<file path="src/design/sckd_pkg.sv">
// constants, types and register map of the sample clock delay and detect register group
// Function
// - Local fine skew: 8-bit unsigned, 1.725 ps per count, resets to 0xC0.
// - Local fine skew acts only in delay modes 0x2, 0x3, 0x4, 0x6.
// - Digital super-fine delay: 8-bit unsigned, 0.25 ps steps, resets to zero.
// - Super-fine delay acts only in delay modes 010 and 110.
// - Digital fine skew: 8-bit, 1.725 ps steps, reset 0xC0, modes 2,3,4,6.
// - Detection threshold field resets to 01; software picks it by sample rate.
// - Read-only bit 0 shows input clock detected and locked.
// - Mode decode: none, fine limited to 16, limited with low jitter, fine full, fine plus super-fine.
package sckd_pkg;

    localparam int ADDR_W = 12;
    localparam int DATA_W = 32;
    localparam int IDX_W = 10;
    localparam int NUM_EV = 3;

    // register indices; byte address is four times the index
    localparam logic [IDX_W-1:0] IDX_DELAY_MODE = 10'h110;
    localparam logic [IDX_W-1:0] IDX_LOCAL_FINE = 10'h112;
    localparam logic [IDX_W-1:0] IDX_DIG_SUPER = 10'h113;
    localparam logic [IDX_W-1:0] IDX_DIG_FINE = 10'h114;
    localparam logic [IDX_W-1:0] IDX_DET_CTRL = 10'h11a;
    localparam logic [IDX_W-1:0] IDX_CLK_STS = 10'h11b;
    localparam logic [IDX_W-1:0] IDX_IRQ_STS = 10'h130;
    localparam logic [IDX_W-1:0] IDX_IRQ_MASK = 10'h131;
    localparam logic [IDX_W-1:0] IDX_APPLY_STS = 10'h132;

    // reset values
    localparam logic [2:0] RST_DELAY_MODE = 3'h0;
    localparam logic [7:0] RST_LOCAL_FINE = 8'hc0;
    localparam logic [7:0] RST_DIG_SUPER = 8'h00;
    localparam logic [7:0] RST_DIG_FINE = 8'hc0;
    localparam logic [1:0] RST_DET_THR = 2'h1;
    localparam logic [2:0] RST_DET_RSVD = 3'h6;
    localparam logic [NUM_EV-1:0] RST_IRQ_MASK = 3'h0;

    // field positions of the detection control register
    localparam int DET_THR_LSB = 3;
    localparam int DET_THR_MSB = 4;
    localparam int DET_RSVD_MSB = 2;

    // step limits
    localparam logic [7:0] FINE_MAX_STEPS = 8'hc0;
    localparam logic [7:0] FINE_LIMITED_MAX = 8'h10;
    localparam logic [7:0] SUPER_MAX_STEPS = 8'h80;

    // event bits
    localparam int EV_CLK_GAINED = 0;
    localparam int EV_CLK_LOST = 1;
    localparam int EV_RANGE = 2;

    // apply status bits
    localparam int AP_FINE = 0;
    localparam int AP_SUPER = 1;
    localparam int AP_LIMITED = 2;
    localparam int AP_LOWJIT = 3;
    localparam int AP_ILLEGAL = 4;

    localparam logic [1:0] RESP_OKAY = 2'b00;
    localparam logic [1:0] RESP_SLVERR = 2'b10;

    typedef enum logic [2:0] {
        MODE_NONE = 3'b000,
        MODE_FINE_LIM = 3'b010,
        MODE_FINE_LIM_LJ = 3'b011,
        MODE_FINE_FULL = 3'b100,
        MODE_FINE_SUPER = 3'b110
    } sckd_mode_t;

    typedef struct packed {
        logic en;
        logic [7:0] steps;
    } sckd_skew_t;

    typedef struct packed {
        logic en;
        logic [IDX_W-1:0] idx;
        logic [DATA_W-1:0] data;
        logic [3:0] strb;
    } sckd_wr_t;

endpackage : sckd_pkg

</file>
<file path="src/design/sckd_regs.sv">
// sample clock delay and clock detect register group with axi4-lite access
`timescale 1ns/1ps
module sckd_regs
    import sckd_pkg::*;
(
    input wire logic aclk,
    input wire logic aresetn,
    input wire logic [sckd_pkg::ADDR_W-1:0] s_axil_awaddr,
    input wire logic s_axil_awvalid,
    output logic s_axil_awready,
    input wire logic [sckd_pkg::DATA_W-1:0] s_axil_wdata,
    input wire logic [3:0] s_axil_wstrb,
    input wire logic s_axil_wvalid,
    output logic s_axil_wready,
    output logic [1:0] s_axil_bresp,
    output logic s_axil_bvalid,
    input wire logic s_axil_bready,
    input wire logic [sckd_pkg::ADDR_W-1:0] s_axil_araddr,
    input wire logic s_axil_arvalid,
    output logic s_axil_arready,
    output logic [sckd_pkg::DATA_W-1:0] s_axil_rdata,
    output logic [1:0] s_axil_rresp,
    output logic s_axil_rvalid,
    input wire logic s_axil_rready,
    input wire logic clk_detected,
    output sckd_pkg::sckd_skew_t local_fine,
    output sckd_pkg::sckd_skew_t digital_fine,
    output sckd_pkg::sckd_skew_t digital_superfine,
    output logic fine_limited,
    output logic low_jitter,
    output logic [1:0] detect_threshold,
    output logic irq
);
    import sckd_pkg::*;

    sckd_wr_t wr;
    logic wr_ok;
    logic rd_en;
    logic [IDX_W-1:0] rd_idx;
    logic [7:0] rd_data;
    logic rd_ok;
    logic wr_lane0;
    logic [7:0] wbyte;
    // per-register write strobes and detect edges
    logic wr_mode;
    logic wr_local;
    logic wr_super;
    logic wr_fine;
    logic wr_det;
    logic wr_mask;
    logic wr_clr;
    logic clk_gained;
    logic clk_lost;

    logic [2:0] mode_q;
    logic [7:0] local_fine_q;
    logic [7:0] dig_super_q;
    logic [7:0] dig_fine_q;
    logic [1:0] det_thr_q;
    logic [2:0] det_rsvd_q;
    logic [NUM_EV-1:0] irq_mask_q;
    logic clk_det_q;

    logic [NUM_EV-1:0] ev;
    logic [NUM_EV-1:0] ev_clr;
    logic [NUM_EV-1:0] ev_sts;

    logic fine_en;
    logic super_en;
    logic lim_en;
    logic lj_en;
    logic mode_bad;
    logic [7:0] apply_sts;

    sckd_skew_t local_fine_d;
    sckd_skew_t local_fine_q2;
    sckd_skew_t dig_fine_d;
    sckd_skew_t dig_fine_q2;
    sckd_skew_t dig_super_d;
    sckd_skew_t dig_super_q2;
    logic lim_q;
    logic lj_q;

    sckd_axil u_axil (
        .aclk(aclk),
        .aresetn(aresetn),
        .s_axil_awaddr(s_axil_awaddr),
        .s_axil_awvalid(s_axil_awvalid),
        .s_axil_awready(s_axil_awready),
        .s_axil_wdata(s_axil_wdata),
        .s_axil_wstrb(s_axil_wstrb),
        .s_axil_wvalid(s_axil_wvalid),
        .s_axil_wready(s_axil_wready),
        .s_axil_bresp(s_axil_bresp),
        .s_axil_bvalid(s_axil_bvalid),
        .s_axil_bready(s_axil_bready),
        .s_axil_araddr(s_axil_araddr),
        .s_axil_arvalid(s_axil_arvalid),
        .s_axil_arready(s_axil_arready),
        .s_axil_rdata(s_axil_rdata),
        .s_axil_rresp(s_axil_rresp),
        .s_axil_rvalid(s_axil_rvalid),
        .s_axil_rready(s_axil_rready),
        .wr(wr),
        .wr_ok(wr_ok),
        .rd_en(rd_en),
        .rd_idx(rd_idx),
        .rd_data(rd_data),
        .rd_ok(rd_ok)
    );

    // registers are one byte wide, so only lane 0 carries data
    assign wr_lane0 = wr.en && wr.strb[0];
    assign wbyte = wr.data[7:0];

    // one decode per register; every writer below keys on these alone
    assign wr_mode = wr_lane0 && (wr.idx == IDX_DELAY_MODE);
    assign wr_local = wr_lane0 && (wr.idx == IDX_LOCAL_FINE);
    assign wr_super = wr_lane0 && (wr.idx == IDX_DIG_SUPER);
    assign wr_fine = wr_lane0 && (wr.idx == IDX_DIG_FINE);
    assign wr_det = wr_lane0 && (wr.idx == IDX_DET_CTRL);
    assign wr_mask = wr_lane0 && (wr.idx == IDX_IRQ_MASK);
    assign wr_clr = wr_lane0 && (wr.idx == IDX_IRQ_STS);

    // write decode; the read-only clock and apply status registers answer okay and ignore data
    always_comb begin
        unique case (wr.idx)
            IDX_DELAY_MODE,
            IDX_LOCAL_FINE,
            IDX_DIG_SUPER,
            IDX_DIG_FINE,
            IDX_DET_CTRL,
            IDX_CLK_STS,
            IDX_IRQ_STS,
            IDX_IRQ_MASK,
            IDX_APPLY_STS: wr_ok = 1'b1;
            default: wr_ok = 1'b0;
        endcase
    end

    always_ff @(posedge aclk) begin
        if (!aresetn) begin
            mode_q <= RST_DELAY_MODE;
        end else if (wr_mode) begin
            mode_q <= wbyte[2:0];
        end
    end

    always_ff @(posedge aclk) begin
        if (!aresetn) begin
            local_fine_q <= RST_LOCAL_FINE;
        end else if (wr_local) begin
            local_fine_q <= wbyte;
        end
    end

    always_ff @(posedge aclk) begin
        if (!aresetn) begin
            dig_super_q <= RST_DIG_SUPER;
        end else if (wr_super) begin
            dig_super_q <= wbyte;
        end
    end

    always_ff @(posedge aclk) begin
        if (!aresetn) begin
            dig_fine_q <= RST_DIG_FINE;
        end else if (wr_fine) begin
            dig_fine_q <= wbyte;
        end
    end

    always_ff @(posedge aclk) begin
        if (!aresetn) begin
            det_thr_q <= RST_DET_THR;
            det_rsvd_q <= RST_DET_RSVD;
        end else if (wr_det) begin
            det_thr_q <= wbyte[DET_THR_MSB:DET_THR_LSB];
            det_rsvd_q <= wbyte[DET_RSVD_MSB:0];
        end
    end

    always_ff @(posedge aclk) begin
        if (!aresetn) begin
            irq_mask_q <= RST_IRQ_MASK;
        end else if (wr_mask) begin
            irq_mask_q <= wbyte[NUM_EV-1:0];
        end
    end

    // detect input is synchronous to aclk; registered for the status bit and edges
    always_ff @(posedge aclk) begin
        if (!aresetn) begin
            clk_det_q <= 1'b0;
        end else begin
            clk_det_q <= clk_detected;
        end
    end

    // edges against the registered copy, which resets low, so a steady high input gives one gained event after reset
    assign clk_gained = clk_detected && !clk_det_q;
    assign clk_lost = !clk_detected && clk_det_q;

    // out-of-range codes are stored as written and only flagged
    always_comb begin
        ev = '0;
        ev[EV_CLK_GAINED] = clk_gained;
        ev[EV_CLK_LOST] = clk_lost;
        if (wr_lane0) begin
            if ((wr.idx == IDX_LOCAL_FINE || wr.idx == IDX_DIG_FINE)
                    && wbyte > FINE_MAX_STEPS) begin
                ev[EV_RANGE] = 1'b1;
            end
            if (wr.idx == IDX_DIG_SUPER && wbyte > SUPER_MAX_STEPS) begin
                ev[EV_RANGE] = 1'b1;
            end
        end
    end

    // a clearing write never beats an event landing on the same edge
    assign ev_clr = wr_clr ? wbyte[NUM_EV-1:0] : '0;

    sckd_events u_events (
        .aclk(aclk),
        .aresetn(aresetn),
        .ev(ev),
        .clr(ev_clr),
        .mask(irq_mask_q),
        .sts(ev_sts),
        .irq(irq)
    );

    // mode decode; the unlisted codes 001, 101 and 111 apply no delay
    always_comb begin
        fine_en = 1'b0;
        super_en = 1'b0;
        lim_en = 1'b0;
        lj_en = 1'b0;
        mode_bad = 1'b0;
        unique case (mode_q)
            MODE_NONE: begin
                fine_en = 1'b0;
            end
            // superfine rides along here too, though this mode limits fine steps
            MODE_FINE_LIM: begin
                fine_en = 1'b1;
                super_en = 1'b1;
                lim_en = 1'b1;
            end
            MODE_FINE_LIM_LJ: begin
                fine_en = 1'b1;
                lim_en = 1'b1;
                lj_en = 1'b1;
            end
            MODE_FINE_FULL: begin
                fine_en = 1'b1;
            end
            MODE_FINE_SUPER: begin
                fine_en = 1'b1;
                super_en = 1'b1;
            end
            default: begin
                mode_bad = 1'b1;
            end
        endcase
    end

    // gated copies only; stored codes are untouched, so reenabling restores them
    always_comb begin
        local_fine_d.en = fine_en;
        local_fine_d.steps = '0;
        dig_fine_d.en = fine_en;
        dig_fine_d.steps = '0;
        dig_super_d.en = super_en;
        dig_super_d.steps = super_en ? dig_super_q : 8'h00;
        if (fine_en) begin
            local_fine_d.steps = local_fine_q;
            dig_fine_d.steps = dig_fine_q;
            if (lim_en && local_fine_q > FINE_LIMITED_MAX) begin
                local_fine_d.steps = FINE_LIMITED_MAX;
            end
            if (lim_en && dig_fine_q > FINE_LIMITED_MAX) begin
                dig_fine_d.steps = FINE_LIMITED_MAX;
            end
        end
    end

    always_ff @(posedge aclk) begin
        if (!aresetn) begin
            local_fine_q2 <= '0;
            dig_fine_q2 <= '0;
            dig_super_q2 <= '0;
            lim_q <= 1'b0;
            lj_q <= 1'b0;
        end else begin
            local_fine_q2 <= local_fine_d;
            dig_fine_q2 <= dig_fine_d;
            dig_super_q2 <= dig_super_d;
            lim_q <= lim_en;
            lj_q <= lj_en;
        end
    end

    assign local_fine = local_fine_q2;
    assign digital_fine = dig_fine_q2;
    assign digital_superfine = dig_super_q2;
    assign fine_limited = lim_q;
    assign low_jitter = lj_q;
    assign detect_threshold = det_thr_q;

    always_comb begin
        apply_sts = '0;
        apply_sts[AP_FINE] = fine_en;
        apply_sts[AP_SUPER] = super_en;
        apply_sts[AP_LIMITED] = lim_en;
        apply_sts[AP_LOWJIT] = lj_en;
        apply_sts[AP_ILLEGAL] = mode_bad;
    end

    // read mux; unused high bits read as zero
    always_comb begin
        rd_data = '0;
        rd_ok = 1'b1;
        unique case (rd_idx)
            IDX_DELAY_MODE: rd_data[2:0] = mode_q;
            IDX_LOCAL_FINE: rd_data = local_fine_q;
            IDX_DIG_SUPER: rd_data = dig_super_q;
            IDX_DIG_FINE: rd_data = dig_fine_q;
            IDX_DET_CTRL: begin
                rd_data[DET_THR_MSB:DET_THR_LSB] = det_thr_q;
                rd_data[DET_RSVD_MSB:0] = det_rsvd_q;
            end
            IDX_CLK_STS: rd_data[0] = clk_det_q;
            IDX_IRQ_STS: rd_data[NUM_EV-1:0] = ev_sts;
            IDX_IRQ_MASK: rd_data[NUM_EV-1:0] = irq_mask_q;
            IDX_APPLY_STS: rd_data = apply_sts;
            default: rd_ok = 1'b0;
        endcase
    end

endmodule : sckd_regs

</file>
<file path="src/design/sckd_axil.sv">
// axi4-lite slave front end: address capture, response and read data registers
`timescale 1ns/1ps
module sckd_axil
    import sckd_pkg::*;
(
    input wire logic aclk,
    input wire logic aresetn,
    input wire logic [sckd_pkg::ADDR_W-1:0] s_axil_awaddr,
    input wire logic s_axil_awvalid,
    output logic s_axil_awready,
    input wire logic [sckd_pkg::DATA_W-1:0] s_axil_wdata,
    input wire logic [3:0] s_axil_wstrb,
    input wire logic s_axil_wvalid,
    output logic s_axil_wready,
    output logic [1:0] s_axil_bresp,
    output logic s_axil_bvalid,
    input wire logic s_axil_bready,
    input wire logic [sckd_pkg::ADDR_W-1:0] s_axil_araddr,
    input wire logic s_axil_arvalid,
    output logic s_axil_arready,
    output logic [sckd_pkg::DATA_W-1:0] s_axil_rdata,
    output logic [1:0] s_axil_rresp,
    output logic s_axil_rvalid,
    input wire logic s_axil_rready,
    output sckd_pkg::sckd_wr_t wr,
    input wire logic wr_ok,
    output logic rd_en,
    output logic [sckd_pkg::IDX_W-1:0] rd_idx,
    input wire logic [7:0] rd_data,
    input wire logic rd_ok
);
    import sckd_pkg::*;

    logic aw_held_q;
    logic w_held_q;
    logic [IDX_W-1:0] awidx_q;
    logic [DATA_W-1:0] wdata_q;
    logic [3:0] wstrb_q;
    logic bvalid_q;
    logic [1:0] bresp_q;
    logic rvalid_q;
    logic [DATA_W-1:0] rdata_q;
    logic [1:0] rresp_q;

    // channels are held until the response is gone, so one write is in flight
    assign s_axil_awready = !aw_held_q && !bvalid_q;
    assign s_axil_wready = !w_held_q && !bvalid_q;
    assign wr.en = aw_held_q && w_held_q && !bvalid_q;
    assign wr.idx = awidx_q;
    assign wr.data = wdata_q;
    assign wr.strb = wstrb_q;

    always_ff @(posedge aclk) begin
        if (!aresetn) begin
            aw_held_q <= 1'b0;
            w_held_q <= 1'b0;
            awidx_q <= '0;
            wdata_q <= '0;
            wstrb_q <= '0;
        end else if (wr.en) begin
            aw_held_q <= 1'b0;
            w_held_q <= 1'b0;
        end else begin
            if (s_axil_awvalid && s_axil_awready) begin
                aw_held_q <= 1'b1;
                awidx_q <= s_axil_awaddr[ADDR_W-1:2];
            end
            if (s_axil_wvalid && s_axil_wready) begin
                w_held_q <= 1'b1;
                wdata_q <= s_axil_wdata;
                wstrb_q <= s_axil_wstrb;
            end
        end
    end

    always_ff @(posedge aclk) begin
        if (!aresetn) begin
            bvalid_q <= 1'b0;
            bresp_q <= RESP_OKAY;
        end else if (wr.en) begin
            bvalid_q <= 1'b1;
            bresp_q <= wr_ok ? RESP_OKAY : RESP_SLVERR;
        end else if (s_axil_bready) begin
            bvalid_q <= 1'b0;
        end
    end

    assign s_axil_bvalid = bvalid_q;
    assign s_axil_bresp = bresp_q;

    assign s_axil_arready = !rvalid_q;
    assign rd_en = s_axil_arvalid && !rvalid_q;
    assign rd_idx = s_axil_araddr[ADDR_W-1:2];

    always_ff @(posedge aclk) begin
        if (!aresetn) begin
            rvalid_q <= 1'b0;
            rdata_q <= '0;
            rresp_q <= RESP_OKAY;
        end else if (rd_en) begin
            rvalid_q <= 1'b1;
            rdata_q <= {{(DATA_W-8){1'b0}}, rd_data};
            rresp_q <= rd_ok ? RESP_OKAY : RESP_SLVERR;
        end else if (s_axil_rready) begin
            rvalid_q <= 1'b0;
        end
    end

    assign s_axil_rvalid = rvalid_q;
    assign s_axil_rdata = rdata_q;
    assign s_axil_rresp = rresp_q;

endmodule : sckd_axil

</file>
<file path="src/design/sckd_events.sv">
// sticky event status bits with write-one-to-clear and masked interrupt
`timescale 1ns/1ps
module sckd_events
    import sckd_pkg::*;
(
    input wire logic aclk,
    input wire logic aresetn,
    input wire logic [sckd_pkg::NUM_EV-1:0] ev,
    input wire logic [sckd_pkg::NUM_EV-1:0] clr,
    input wire logic [sckd_pkg::NUM_EV-1:0] mask,
    output logic [sckd_pkg::NUM_EV-1:0] sts,
    output logic irq
);
    import sckd_pkg::*;

    logic [NUM_EV-1:0] sts_q;

    for (genvar i = 0; i < NUM_EV; i++) begin : g_ev
        // a new event in the clearing cycle keeps the bit set
        always_ff @(posedge aclk) begin
            if (!aresetn) begin
                sts_q[i] <= 1'b0;
            end else if (ev[i]) begin
                sts_q[i] <= 1'b1;
            end else if (clr[i]) begin
                sts_q[i] <= 1'b0;
            end
        end
    end

    assign sts = sts_q;
    assign irq = |(sts_q & mask);

endmodule : sckd_events

</file>
<file path="config.mk">
export PLATFORM = sky130hd
export DESIGN_NAME = sckd_regs
export DESIGN_NICKNAME = d
export VERILOG_FILES = /design/src/design/sckd_pkg.sv /design/src/design/sckd_regs.sv /design/src/design/sckd_axil.sv /design/src/design/sckd_events.sv
export SDC_FILE = /design/constraint.sdc
export NUM_CORES = 1
export LEC_CHECK = 0
export ABC_AREA = 1
export BUFFER_PORTS_ARGS = -buffer_cell sky130_fd_sc_hd__buf_2
export CAP_MARGIN = 20
export CELL_PAD_IN_SITES_DETAIL_PLACEMENT = 0
export CELL_PAD_IN_SITES_GLOBAL_PLACEMENT = 1
export CORE_MARGIN = 2
export CORE_UTILIZATION = 36
export DETAILED_ROUTE_END_ITERATION = 12
export MAX_ROUTING_LAYER = met4
export PLACE_DENSITY = 0.77
export SKIP_CTS_REPAIR_TIMING = 1
export SLEW_MARGIN = 10
export SYNTH_ARGS = -nofsm -noshare
export SYNTH_HDL_FRONTEND = slang
export SYNTH_SLANG_ARGS = --single-unit
</file>
<file path="constraint.sdc">
create_clock -name aclk -period 1.4 [get_ports aclk]
set_input_delay 0.28 -clock aclk [delete_from_list [all_inputs] [get_ports aclk]]
set_output_delay 0.28 -clock aclk [all_outputs]
set_load 0.02 [all_outputs]
</file>
==> run metrics, run 1 <==
outcome finished with violations; violations in the final reports negative setup slack; initial antenna violation count 0; DR WL/cell 14.3 um; Root Driver clkbuf_16; ANT cells 0; Crit Path Class reg2reg; PnR worst setup slack -0.0987 ns; Final Cell Area 5780 um2; CP peak stage delay 0.34 ns; layout overhead on the synthesized area 32.0%; pin count of the biggest net entering global routing 25; sequential power share 46.9%; Min-Delay Path Class in2reg; dpl cells 825; Clk pwr share 42.0%; delay-heaviest family, CP simple AND/OR/NAND/NOR gates; Num CTS Buffers 9; Reg2Reg Capture Point local_fine_q[5]; worst-path maximum fanout 5; CTS Sinks 100; Finished Layout Cells 851; Placement Setup Slack -0.161 ns; Max clock buf depth 2; top cell type by total area after synthesis dfxtp_1; CP cell instances nor2_4 > nand2_4 > nor2_8 > nand2_8 > nor2_4 > nand2_4 > o21ai_2 > a21oi_2; CTS tree done; sw frac 25.6%; num rows 40; maximum operating frequency 0.667 GHz; maximum VDD drop 0.552 mV; drt total wl 12.2 mm; R2R Path Start u_axil.awidx_q[7]; Vias/cell 4.81; CTS clock-pin slew for the worst setup and hold paths 0.07 ns; Combinational Power Share 11.2%; Overflow after GRT 0; Vias 4097; pwr dens 1110 nW/um2; Final setup viols 30; crit share post-route 107%; fin crit period 1.50 ns; FF-to-FF path depth 8; Ys Warns 0; Die W 114 um; total track usage 18.9%; Final nets 767; Synth area leaders dfxtp_1 (46%), nand2_1 (6.2%), a21oi_1 (6.1%), o21ai_0 (5.1%), inv_1 (4.9%); ANT nets after route 0; hold_sp clk_detected; DR iter-0 viols 189; Die H 114 um; Pint 4.78 mW; final hold violations 0; number of global-route vias before repair 3720; HPWL Detailed 9.18 mm; hold path cells 3; Yosys top cell area share 45.7%; crit path launch type flip-flop; Cell Area, Placed 5160 um2; reg2reg setup slack -0.1 ns; Fin Clk Skew 0.00654 ns; Max Cap Violations 0; Total Power 6.42 mW; first-pass GRT wire length 18.4 mm; final design utilization 48.3%; fin. max-slew vios 0; CP bufs+invs 0; DRC 0; H-tree lvl count 3; later-pin clock latency in the skew report 0.34 ns; distinct cell type count after synthesis 33; Leak 2.60 nW; CP Capture Type flip-flop; register area share after synthesis 45.7%; Req. time, crit path 1.63 ns; I/O pin cnt 141; RSZ-0062 raised after global routing yes; Mapped Cells 562; die area 13100 um2; Starting Density 36.6%; number of port buffers 83; Pre-Repair DR Iteration Count 5; crit path DAT 1.73 ns; Avg Cell Area, Syn 7.80 um2; setup TNS -1.06 ns; worst hold endpoint clk_det_q; Cell Area, Synth 4380 um2; CP max-delay cell dfxtp_2; Core Box Area 12000 um2; share of layout cells above drive strength 1 34.4%; Yosys reg bits 100; Min Hold Slack 0.160 ns; switching power 1.64 mW; GPL Wtd Cong 0.857
## kinds of logic (layout without fill, tap and decap cells)
family / after synthesis / count (layout) / share of synthesized area, %
buf+inv: 108 / 223 / 12.4
simple gates: 216 / 218 / 24.6
compound gates: 137 / 137 / 17.2
flops: 100 / 100 / 45.7
other cells: 1 / 26 / 0.0856
## placed cells by master (no fill, tap or decap), types with 6 or more instances in the layout
cell and instances:
inv_1 56, nand4_1 12, o21ai_1 24, nor2_1 53, o21ai_0 27, nand3_1 37
clkbuf_16 9, o211ai_1 6, inv_2 9, dfxtp_1 96, buf_4 49, conb_1 26
buf_6 10, a21oi_1 43, o21ai_2 13, nor2_2 9, nor2_4 13, nand2_2 7
nand2_1 70, buf_2 81, a21oi_2 13
## power groups by stage
| stage | clock network (mW) | logic, mW | registers [mW] |
|---|---|---|---|
| 2_1_floorplan | 0 | 0.433 | 3.06 |
| 3_3_place_gp | 0 | 0.629 | 3.06 |
| 3_5_place_dp | 0 | 0.640 | 3.06 |
| 4_1_cts | 2.76 | 0.643 | 3.00 |
| 5_1_grt | 2.88 | 0.794 | 3.02 |
| 6_report | 2.70 | 0.717 | 3.01 |
## Yosys cell counts
master    count
o211ai_1      6
o21ai_2       1
nand2_2       7
nand2_1      72
buf_1         2
o22ai_1       4
nor3_1        5
nor2_1       56
buf_2         4
inv_1        57
nand4_1      12
o21ai_1      18
nor2_4        9
o21ai_0      45
a21oi_1      53
dfxtp_1     100
a211oi_1      3
buf_6         4
o211ai_2      3
clkbuf_1      4
inv_4         1
inv_2         9
nand3_2       2
nor3_2        1
nor2_8        1
nor2_2       10
nor3_4        2
conb_1        1
buf_4        27
a21oi_2       3
nand3_1      37
nand2_4       2
o21a_1        1
## worst min-delay path, delay by kind of cell
kind	cells	cell delay, ns
buffers and inverters	2	0.13
AND/OR/NAND/NOR	1	0.06
## metal layers
metal	vias up	share of wire, %	global-route usage, %
met4	0	2.1	6.83
met2	111	48	30.8
li1	2077	-	-
met3	15	5.1	3.76
met5	-	0	-
met1	1894	45	23.2
## sequential cells by signal, summed over array words and instances (netlist names), 8 cells and up
signal and count:
u_axil.awidx_q 10, digital_fine 9, digital_superfine 9, dig_fine_q 8, dig_super_q 8, local_fine 8, local_fine_q 8, u_axil.s_axil_rdata 8
u_axil.wdata_q 8
## worst max path at each step
stage | startpoint | to | cells after the start
finish | u_axil.awidx_q[7] | local_fine_q[5] | 8
global route | u_axil.w_held_q | mode_q[2] | 7
CTS | u_axil.s_axil_bvalid | s_axil_wready | 4
detailed placement | s_axil_araddr[2] | u_axil.s_axil_rdata[3] | 8
global placement | s_axil_araddr[9] | u_axil.s_axil_rdata[1] | 10
floorplan | u_axil.s_axil_bvalid | u_axil.wdata_q[4] | 5
## final cells by class
| class | instances | area [um2] |
|---|---|---|
| Clock inverter | 6 | 93.8 |
| Clock buffer | 10 | 229 |
| Multi-Input combinational cell | 381 | 2120 |
| Inverter | 67 | 262 |
| Fill cell | 1204 | 6180 |
| Sequential cell | 100 | 2010 |
| Timing Repair Buffer | 140 | 886 |
| Tap cell | 147 | 184 |
(Power assumes the default switching activity.)
==> run 2: changes to the inputs <==
Settings changed: CORE_UTILIZATION 36 to 38, GPL_TIMING_DRIVEN from default to 0, PLACE_DENSITY 0.77 to 0.79, SYNTH_HIERARCHICAL from default to 1, TNS_END_PERCENT from default to 1.
==> run metrics, run 2 <==
CTS clock-pin slew for the worst setup and hold paths 0.06 ns (about the same); drt total wl 12.6 mm (+3.3%); most common cell after layout, fill and taps aside nor2_1; number of port buffers 72 (-13%); relative slew slack 66.6%; ANT nets after route 0 (unchanged); Worst-Margin Slew 0.501 ns; CP peak stage delay 0.37 ns (+0.03 ns); final design utilization 48.7% (+0.39 points); crit share post-route 101% (-6.3 points); DR iter-0 viols 239 (+26%); crit path launch type flip-flop; number of global-route vias before repair 4295 (+15%); setup TNS -0.0362 ns (+1.02 ns); CTS tree done; Min-Delay Path Class in2reg; CP cell instances nor2_4 > buf_6 > buf_6; RSZ-0062 raised after global routing yes; num rows 41 (+2.5%); max reg flops 10 (unchanged); Final setup viols 4 (-87%); Vias/cell 4.52 (-6.0%); crit path DAT 1.13 ns (-0.60 ns); Max Cap Violations 0 (unchanged); CTS Sinks 100 (unchanged); pwr dens 1010 nW/um2 (-9.4%); FILL cells 1310 (+8.8%); PnR worst setup slack -0.0106 ns (+0.0881 ns); most frequent cells in the layout nor2_1 (145), nand2_1 (126), inv_1 (102), dfxtp_1 (90), buf_2 (84); pin count of the biggest net entering global routing 17 (-32%); final hold violations 0 (unchanged); Fin Clk Skew 0.00719 ns (+0.000644 ns); fin crit period 1.41 ns (-0.0881 ns); multi-input logic area 2370 um2 (+12%); Core Box Area 12600 um2 (+5.5%); Seq. cell area 2020 um2 (+0.87%); share of layout cells above drive strength 1 24.3% (-10 points); Crit Path Class reg2out; Num CTS Buffers 9 (unchanged); later-pin clock latency in the skew report 0.35 ns (about the same); layout overhead on the synthesized area 25.4%; GPL Wtd Cong 0.875 (+2.1%); first-pass GRT wire length 20.3 mm (+10%); I/O pin cnt 141 (unchanged); outcome finished with violations; Overflow after GRT 0 (unchanged); Max clock buf depth 2 (unchanged); Avg Cell Area, Syn 6.64 um2 (-15%); CP max-delay cell dfxtp_4; Vias 4647 (+13%); H-tree lvl count 3 (unchanged); Most flops, register u_axil/awidx_q; violations in the final reports negative setup slack; dpl cells 1007 (+22%); fin. max-slew vios 0 (unchanged); Mapped Cells 738 (+31%); maximum operating frequency 0.709 GHz (+6.2%); Ys Warns 6 (+6); most used cell, CP buf_6; HPWL Detailed 9.74 mm (+6.1%); Die W 118 um (+2.8%); Die H 118 um (+2.8%); Starting Density 38.8% (+2.2 points); worst-path maximum fanout 10 (+5); Root Driver clkbuf_16; Finished Layout Cells 1027 (+21%); Leak 3.05 nW (+17%); initial antenna violation count 0 (unchanged); Final nets 918 (+20%); maximum VDD drop 0.495 mV (-10%); CP Capture Type output port; Cell Area, Synth 4900 um2 (+12%); ANT cells 0 (unchanged); Pre-Repair DR Iteration Count 4 (-1); die area 13800 um2 (+5.8%); Req. time, crit path 1.12 ns (-0.51 ns); total track usage 18.8% (-0.042 points); DRC 0 (unchanged); DR WL/cell 12.3 um (-14%)
[run 2: cell types whose count changed in the layout (fill, tap and decap cells not counted), sizes merged, moves of 2 or more]
cell	previous run	this run
nor2	76	166
buf	140	135
nand3	39	64
a211oi	3	0
inv	69	106
clkbuf	10	20
o22ai	4	0
nand2	83	135
nor3	8	4
nor3b	0	2
o21ai	64	35
clkinvlp	0	2
a21oi	56	32
bufinv	2	0
[run 2: metrics by stage]
step / power (mW) / hold slack [ns] / cell area, um2 / worst slack, ns
global route: 6.49 / 0.144 / 6150 / -0.136
CTS: 6.15 / 0.139 / 5870 / -0.407
finish: 6.19 / 0.142 / 6150 / -0.0106
global placement: 3.81 / 0.454 / 5590 / -0.390
detailed placement: 3.82 / 0.453 / 5590 / -0.461
floorplan: 3.63 / 0.373 / 5020 / -0.00607
[run 2: layout make-up]
cell class,instances,share of cell area [%]
inverters,105,6.53
clock inverters,4,0.529
plain buffers,67,7.30
clock buffers,12,4.01
multi-input cells,491,38.6
repair buffers,76,6.61
well taps,172,3.50
flip-flops and latches,100,32.9
[run 2: final timing paths]
path / start / slack (ns) / depth (start not counted) / end
worst min-delay path: clk_detected / 0.14 / 3 / clk_det_q
worst max-delay path: u_axil/aw_held_q / -0.01 / 3 / s_axil_awready
worst min register to register: dig_super_q[3] / 0.47 / 2 / digital_superfine[3]
worst max register to register: u_axil/awidx_q[8] / -0.01 / 11 / u_axil/s_axil_bresp[1]
[run 2: where the power goes]
part | internal (mW) | total (mW) | switching [mW]
Sequential | 2.93 | 3.05 | 0.117
Combinational | 0.313 | 0.800 | 0.487
Clock | 1.26 | 2.34 | 1.08
Total | 4.51 | 6.19 | 1.68
[run 2: per-layer routing]
metal / vias up / part of all wire (%) / routed length (um) / track usage, %
li1: 2461 / - / - / -
met2: 133 / 46 / 5800 / 29.8
met3: 26 / 6.2 / 778 / 4.84
met5: - / 0 / 0 / -
met4: 0 / 1.8 / 232 / 7.38
met1: 2027 / 46 / 5780 / 23.0
[run 2: critical path, delay by kind of cell (launching register included)]
kind	cells	cell delay, ns
flops	1	0.37
buf+inv	2	0.27
simple gates	1	0.13
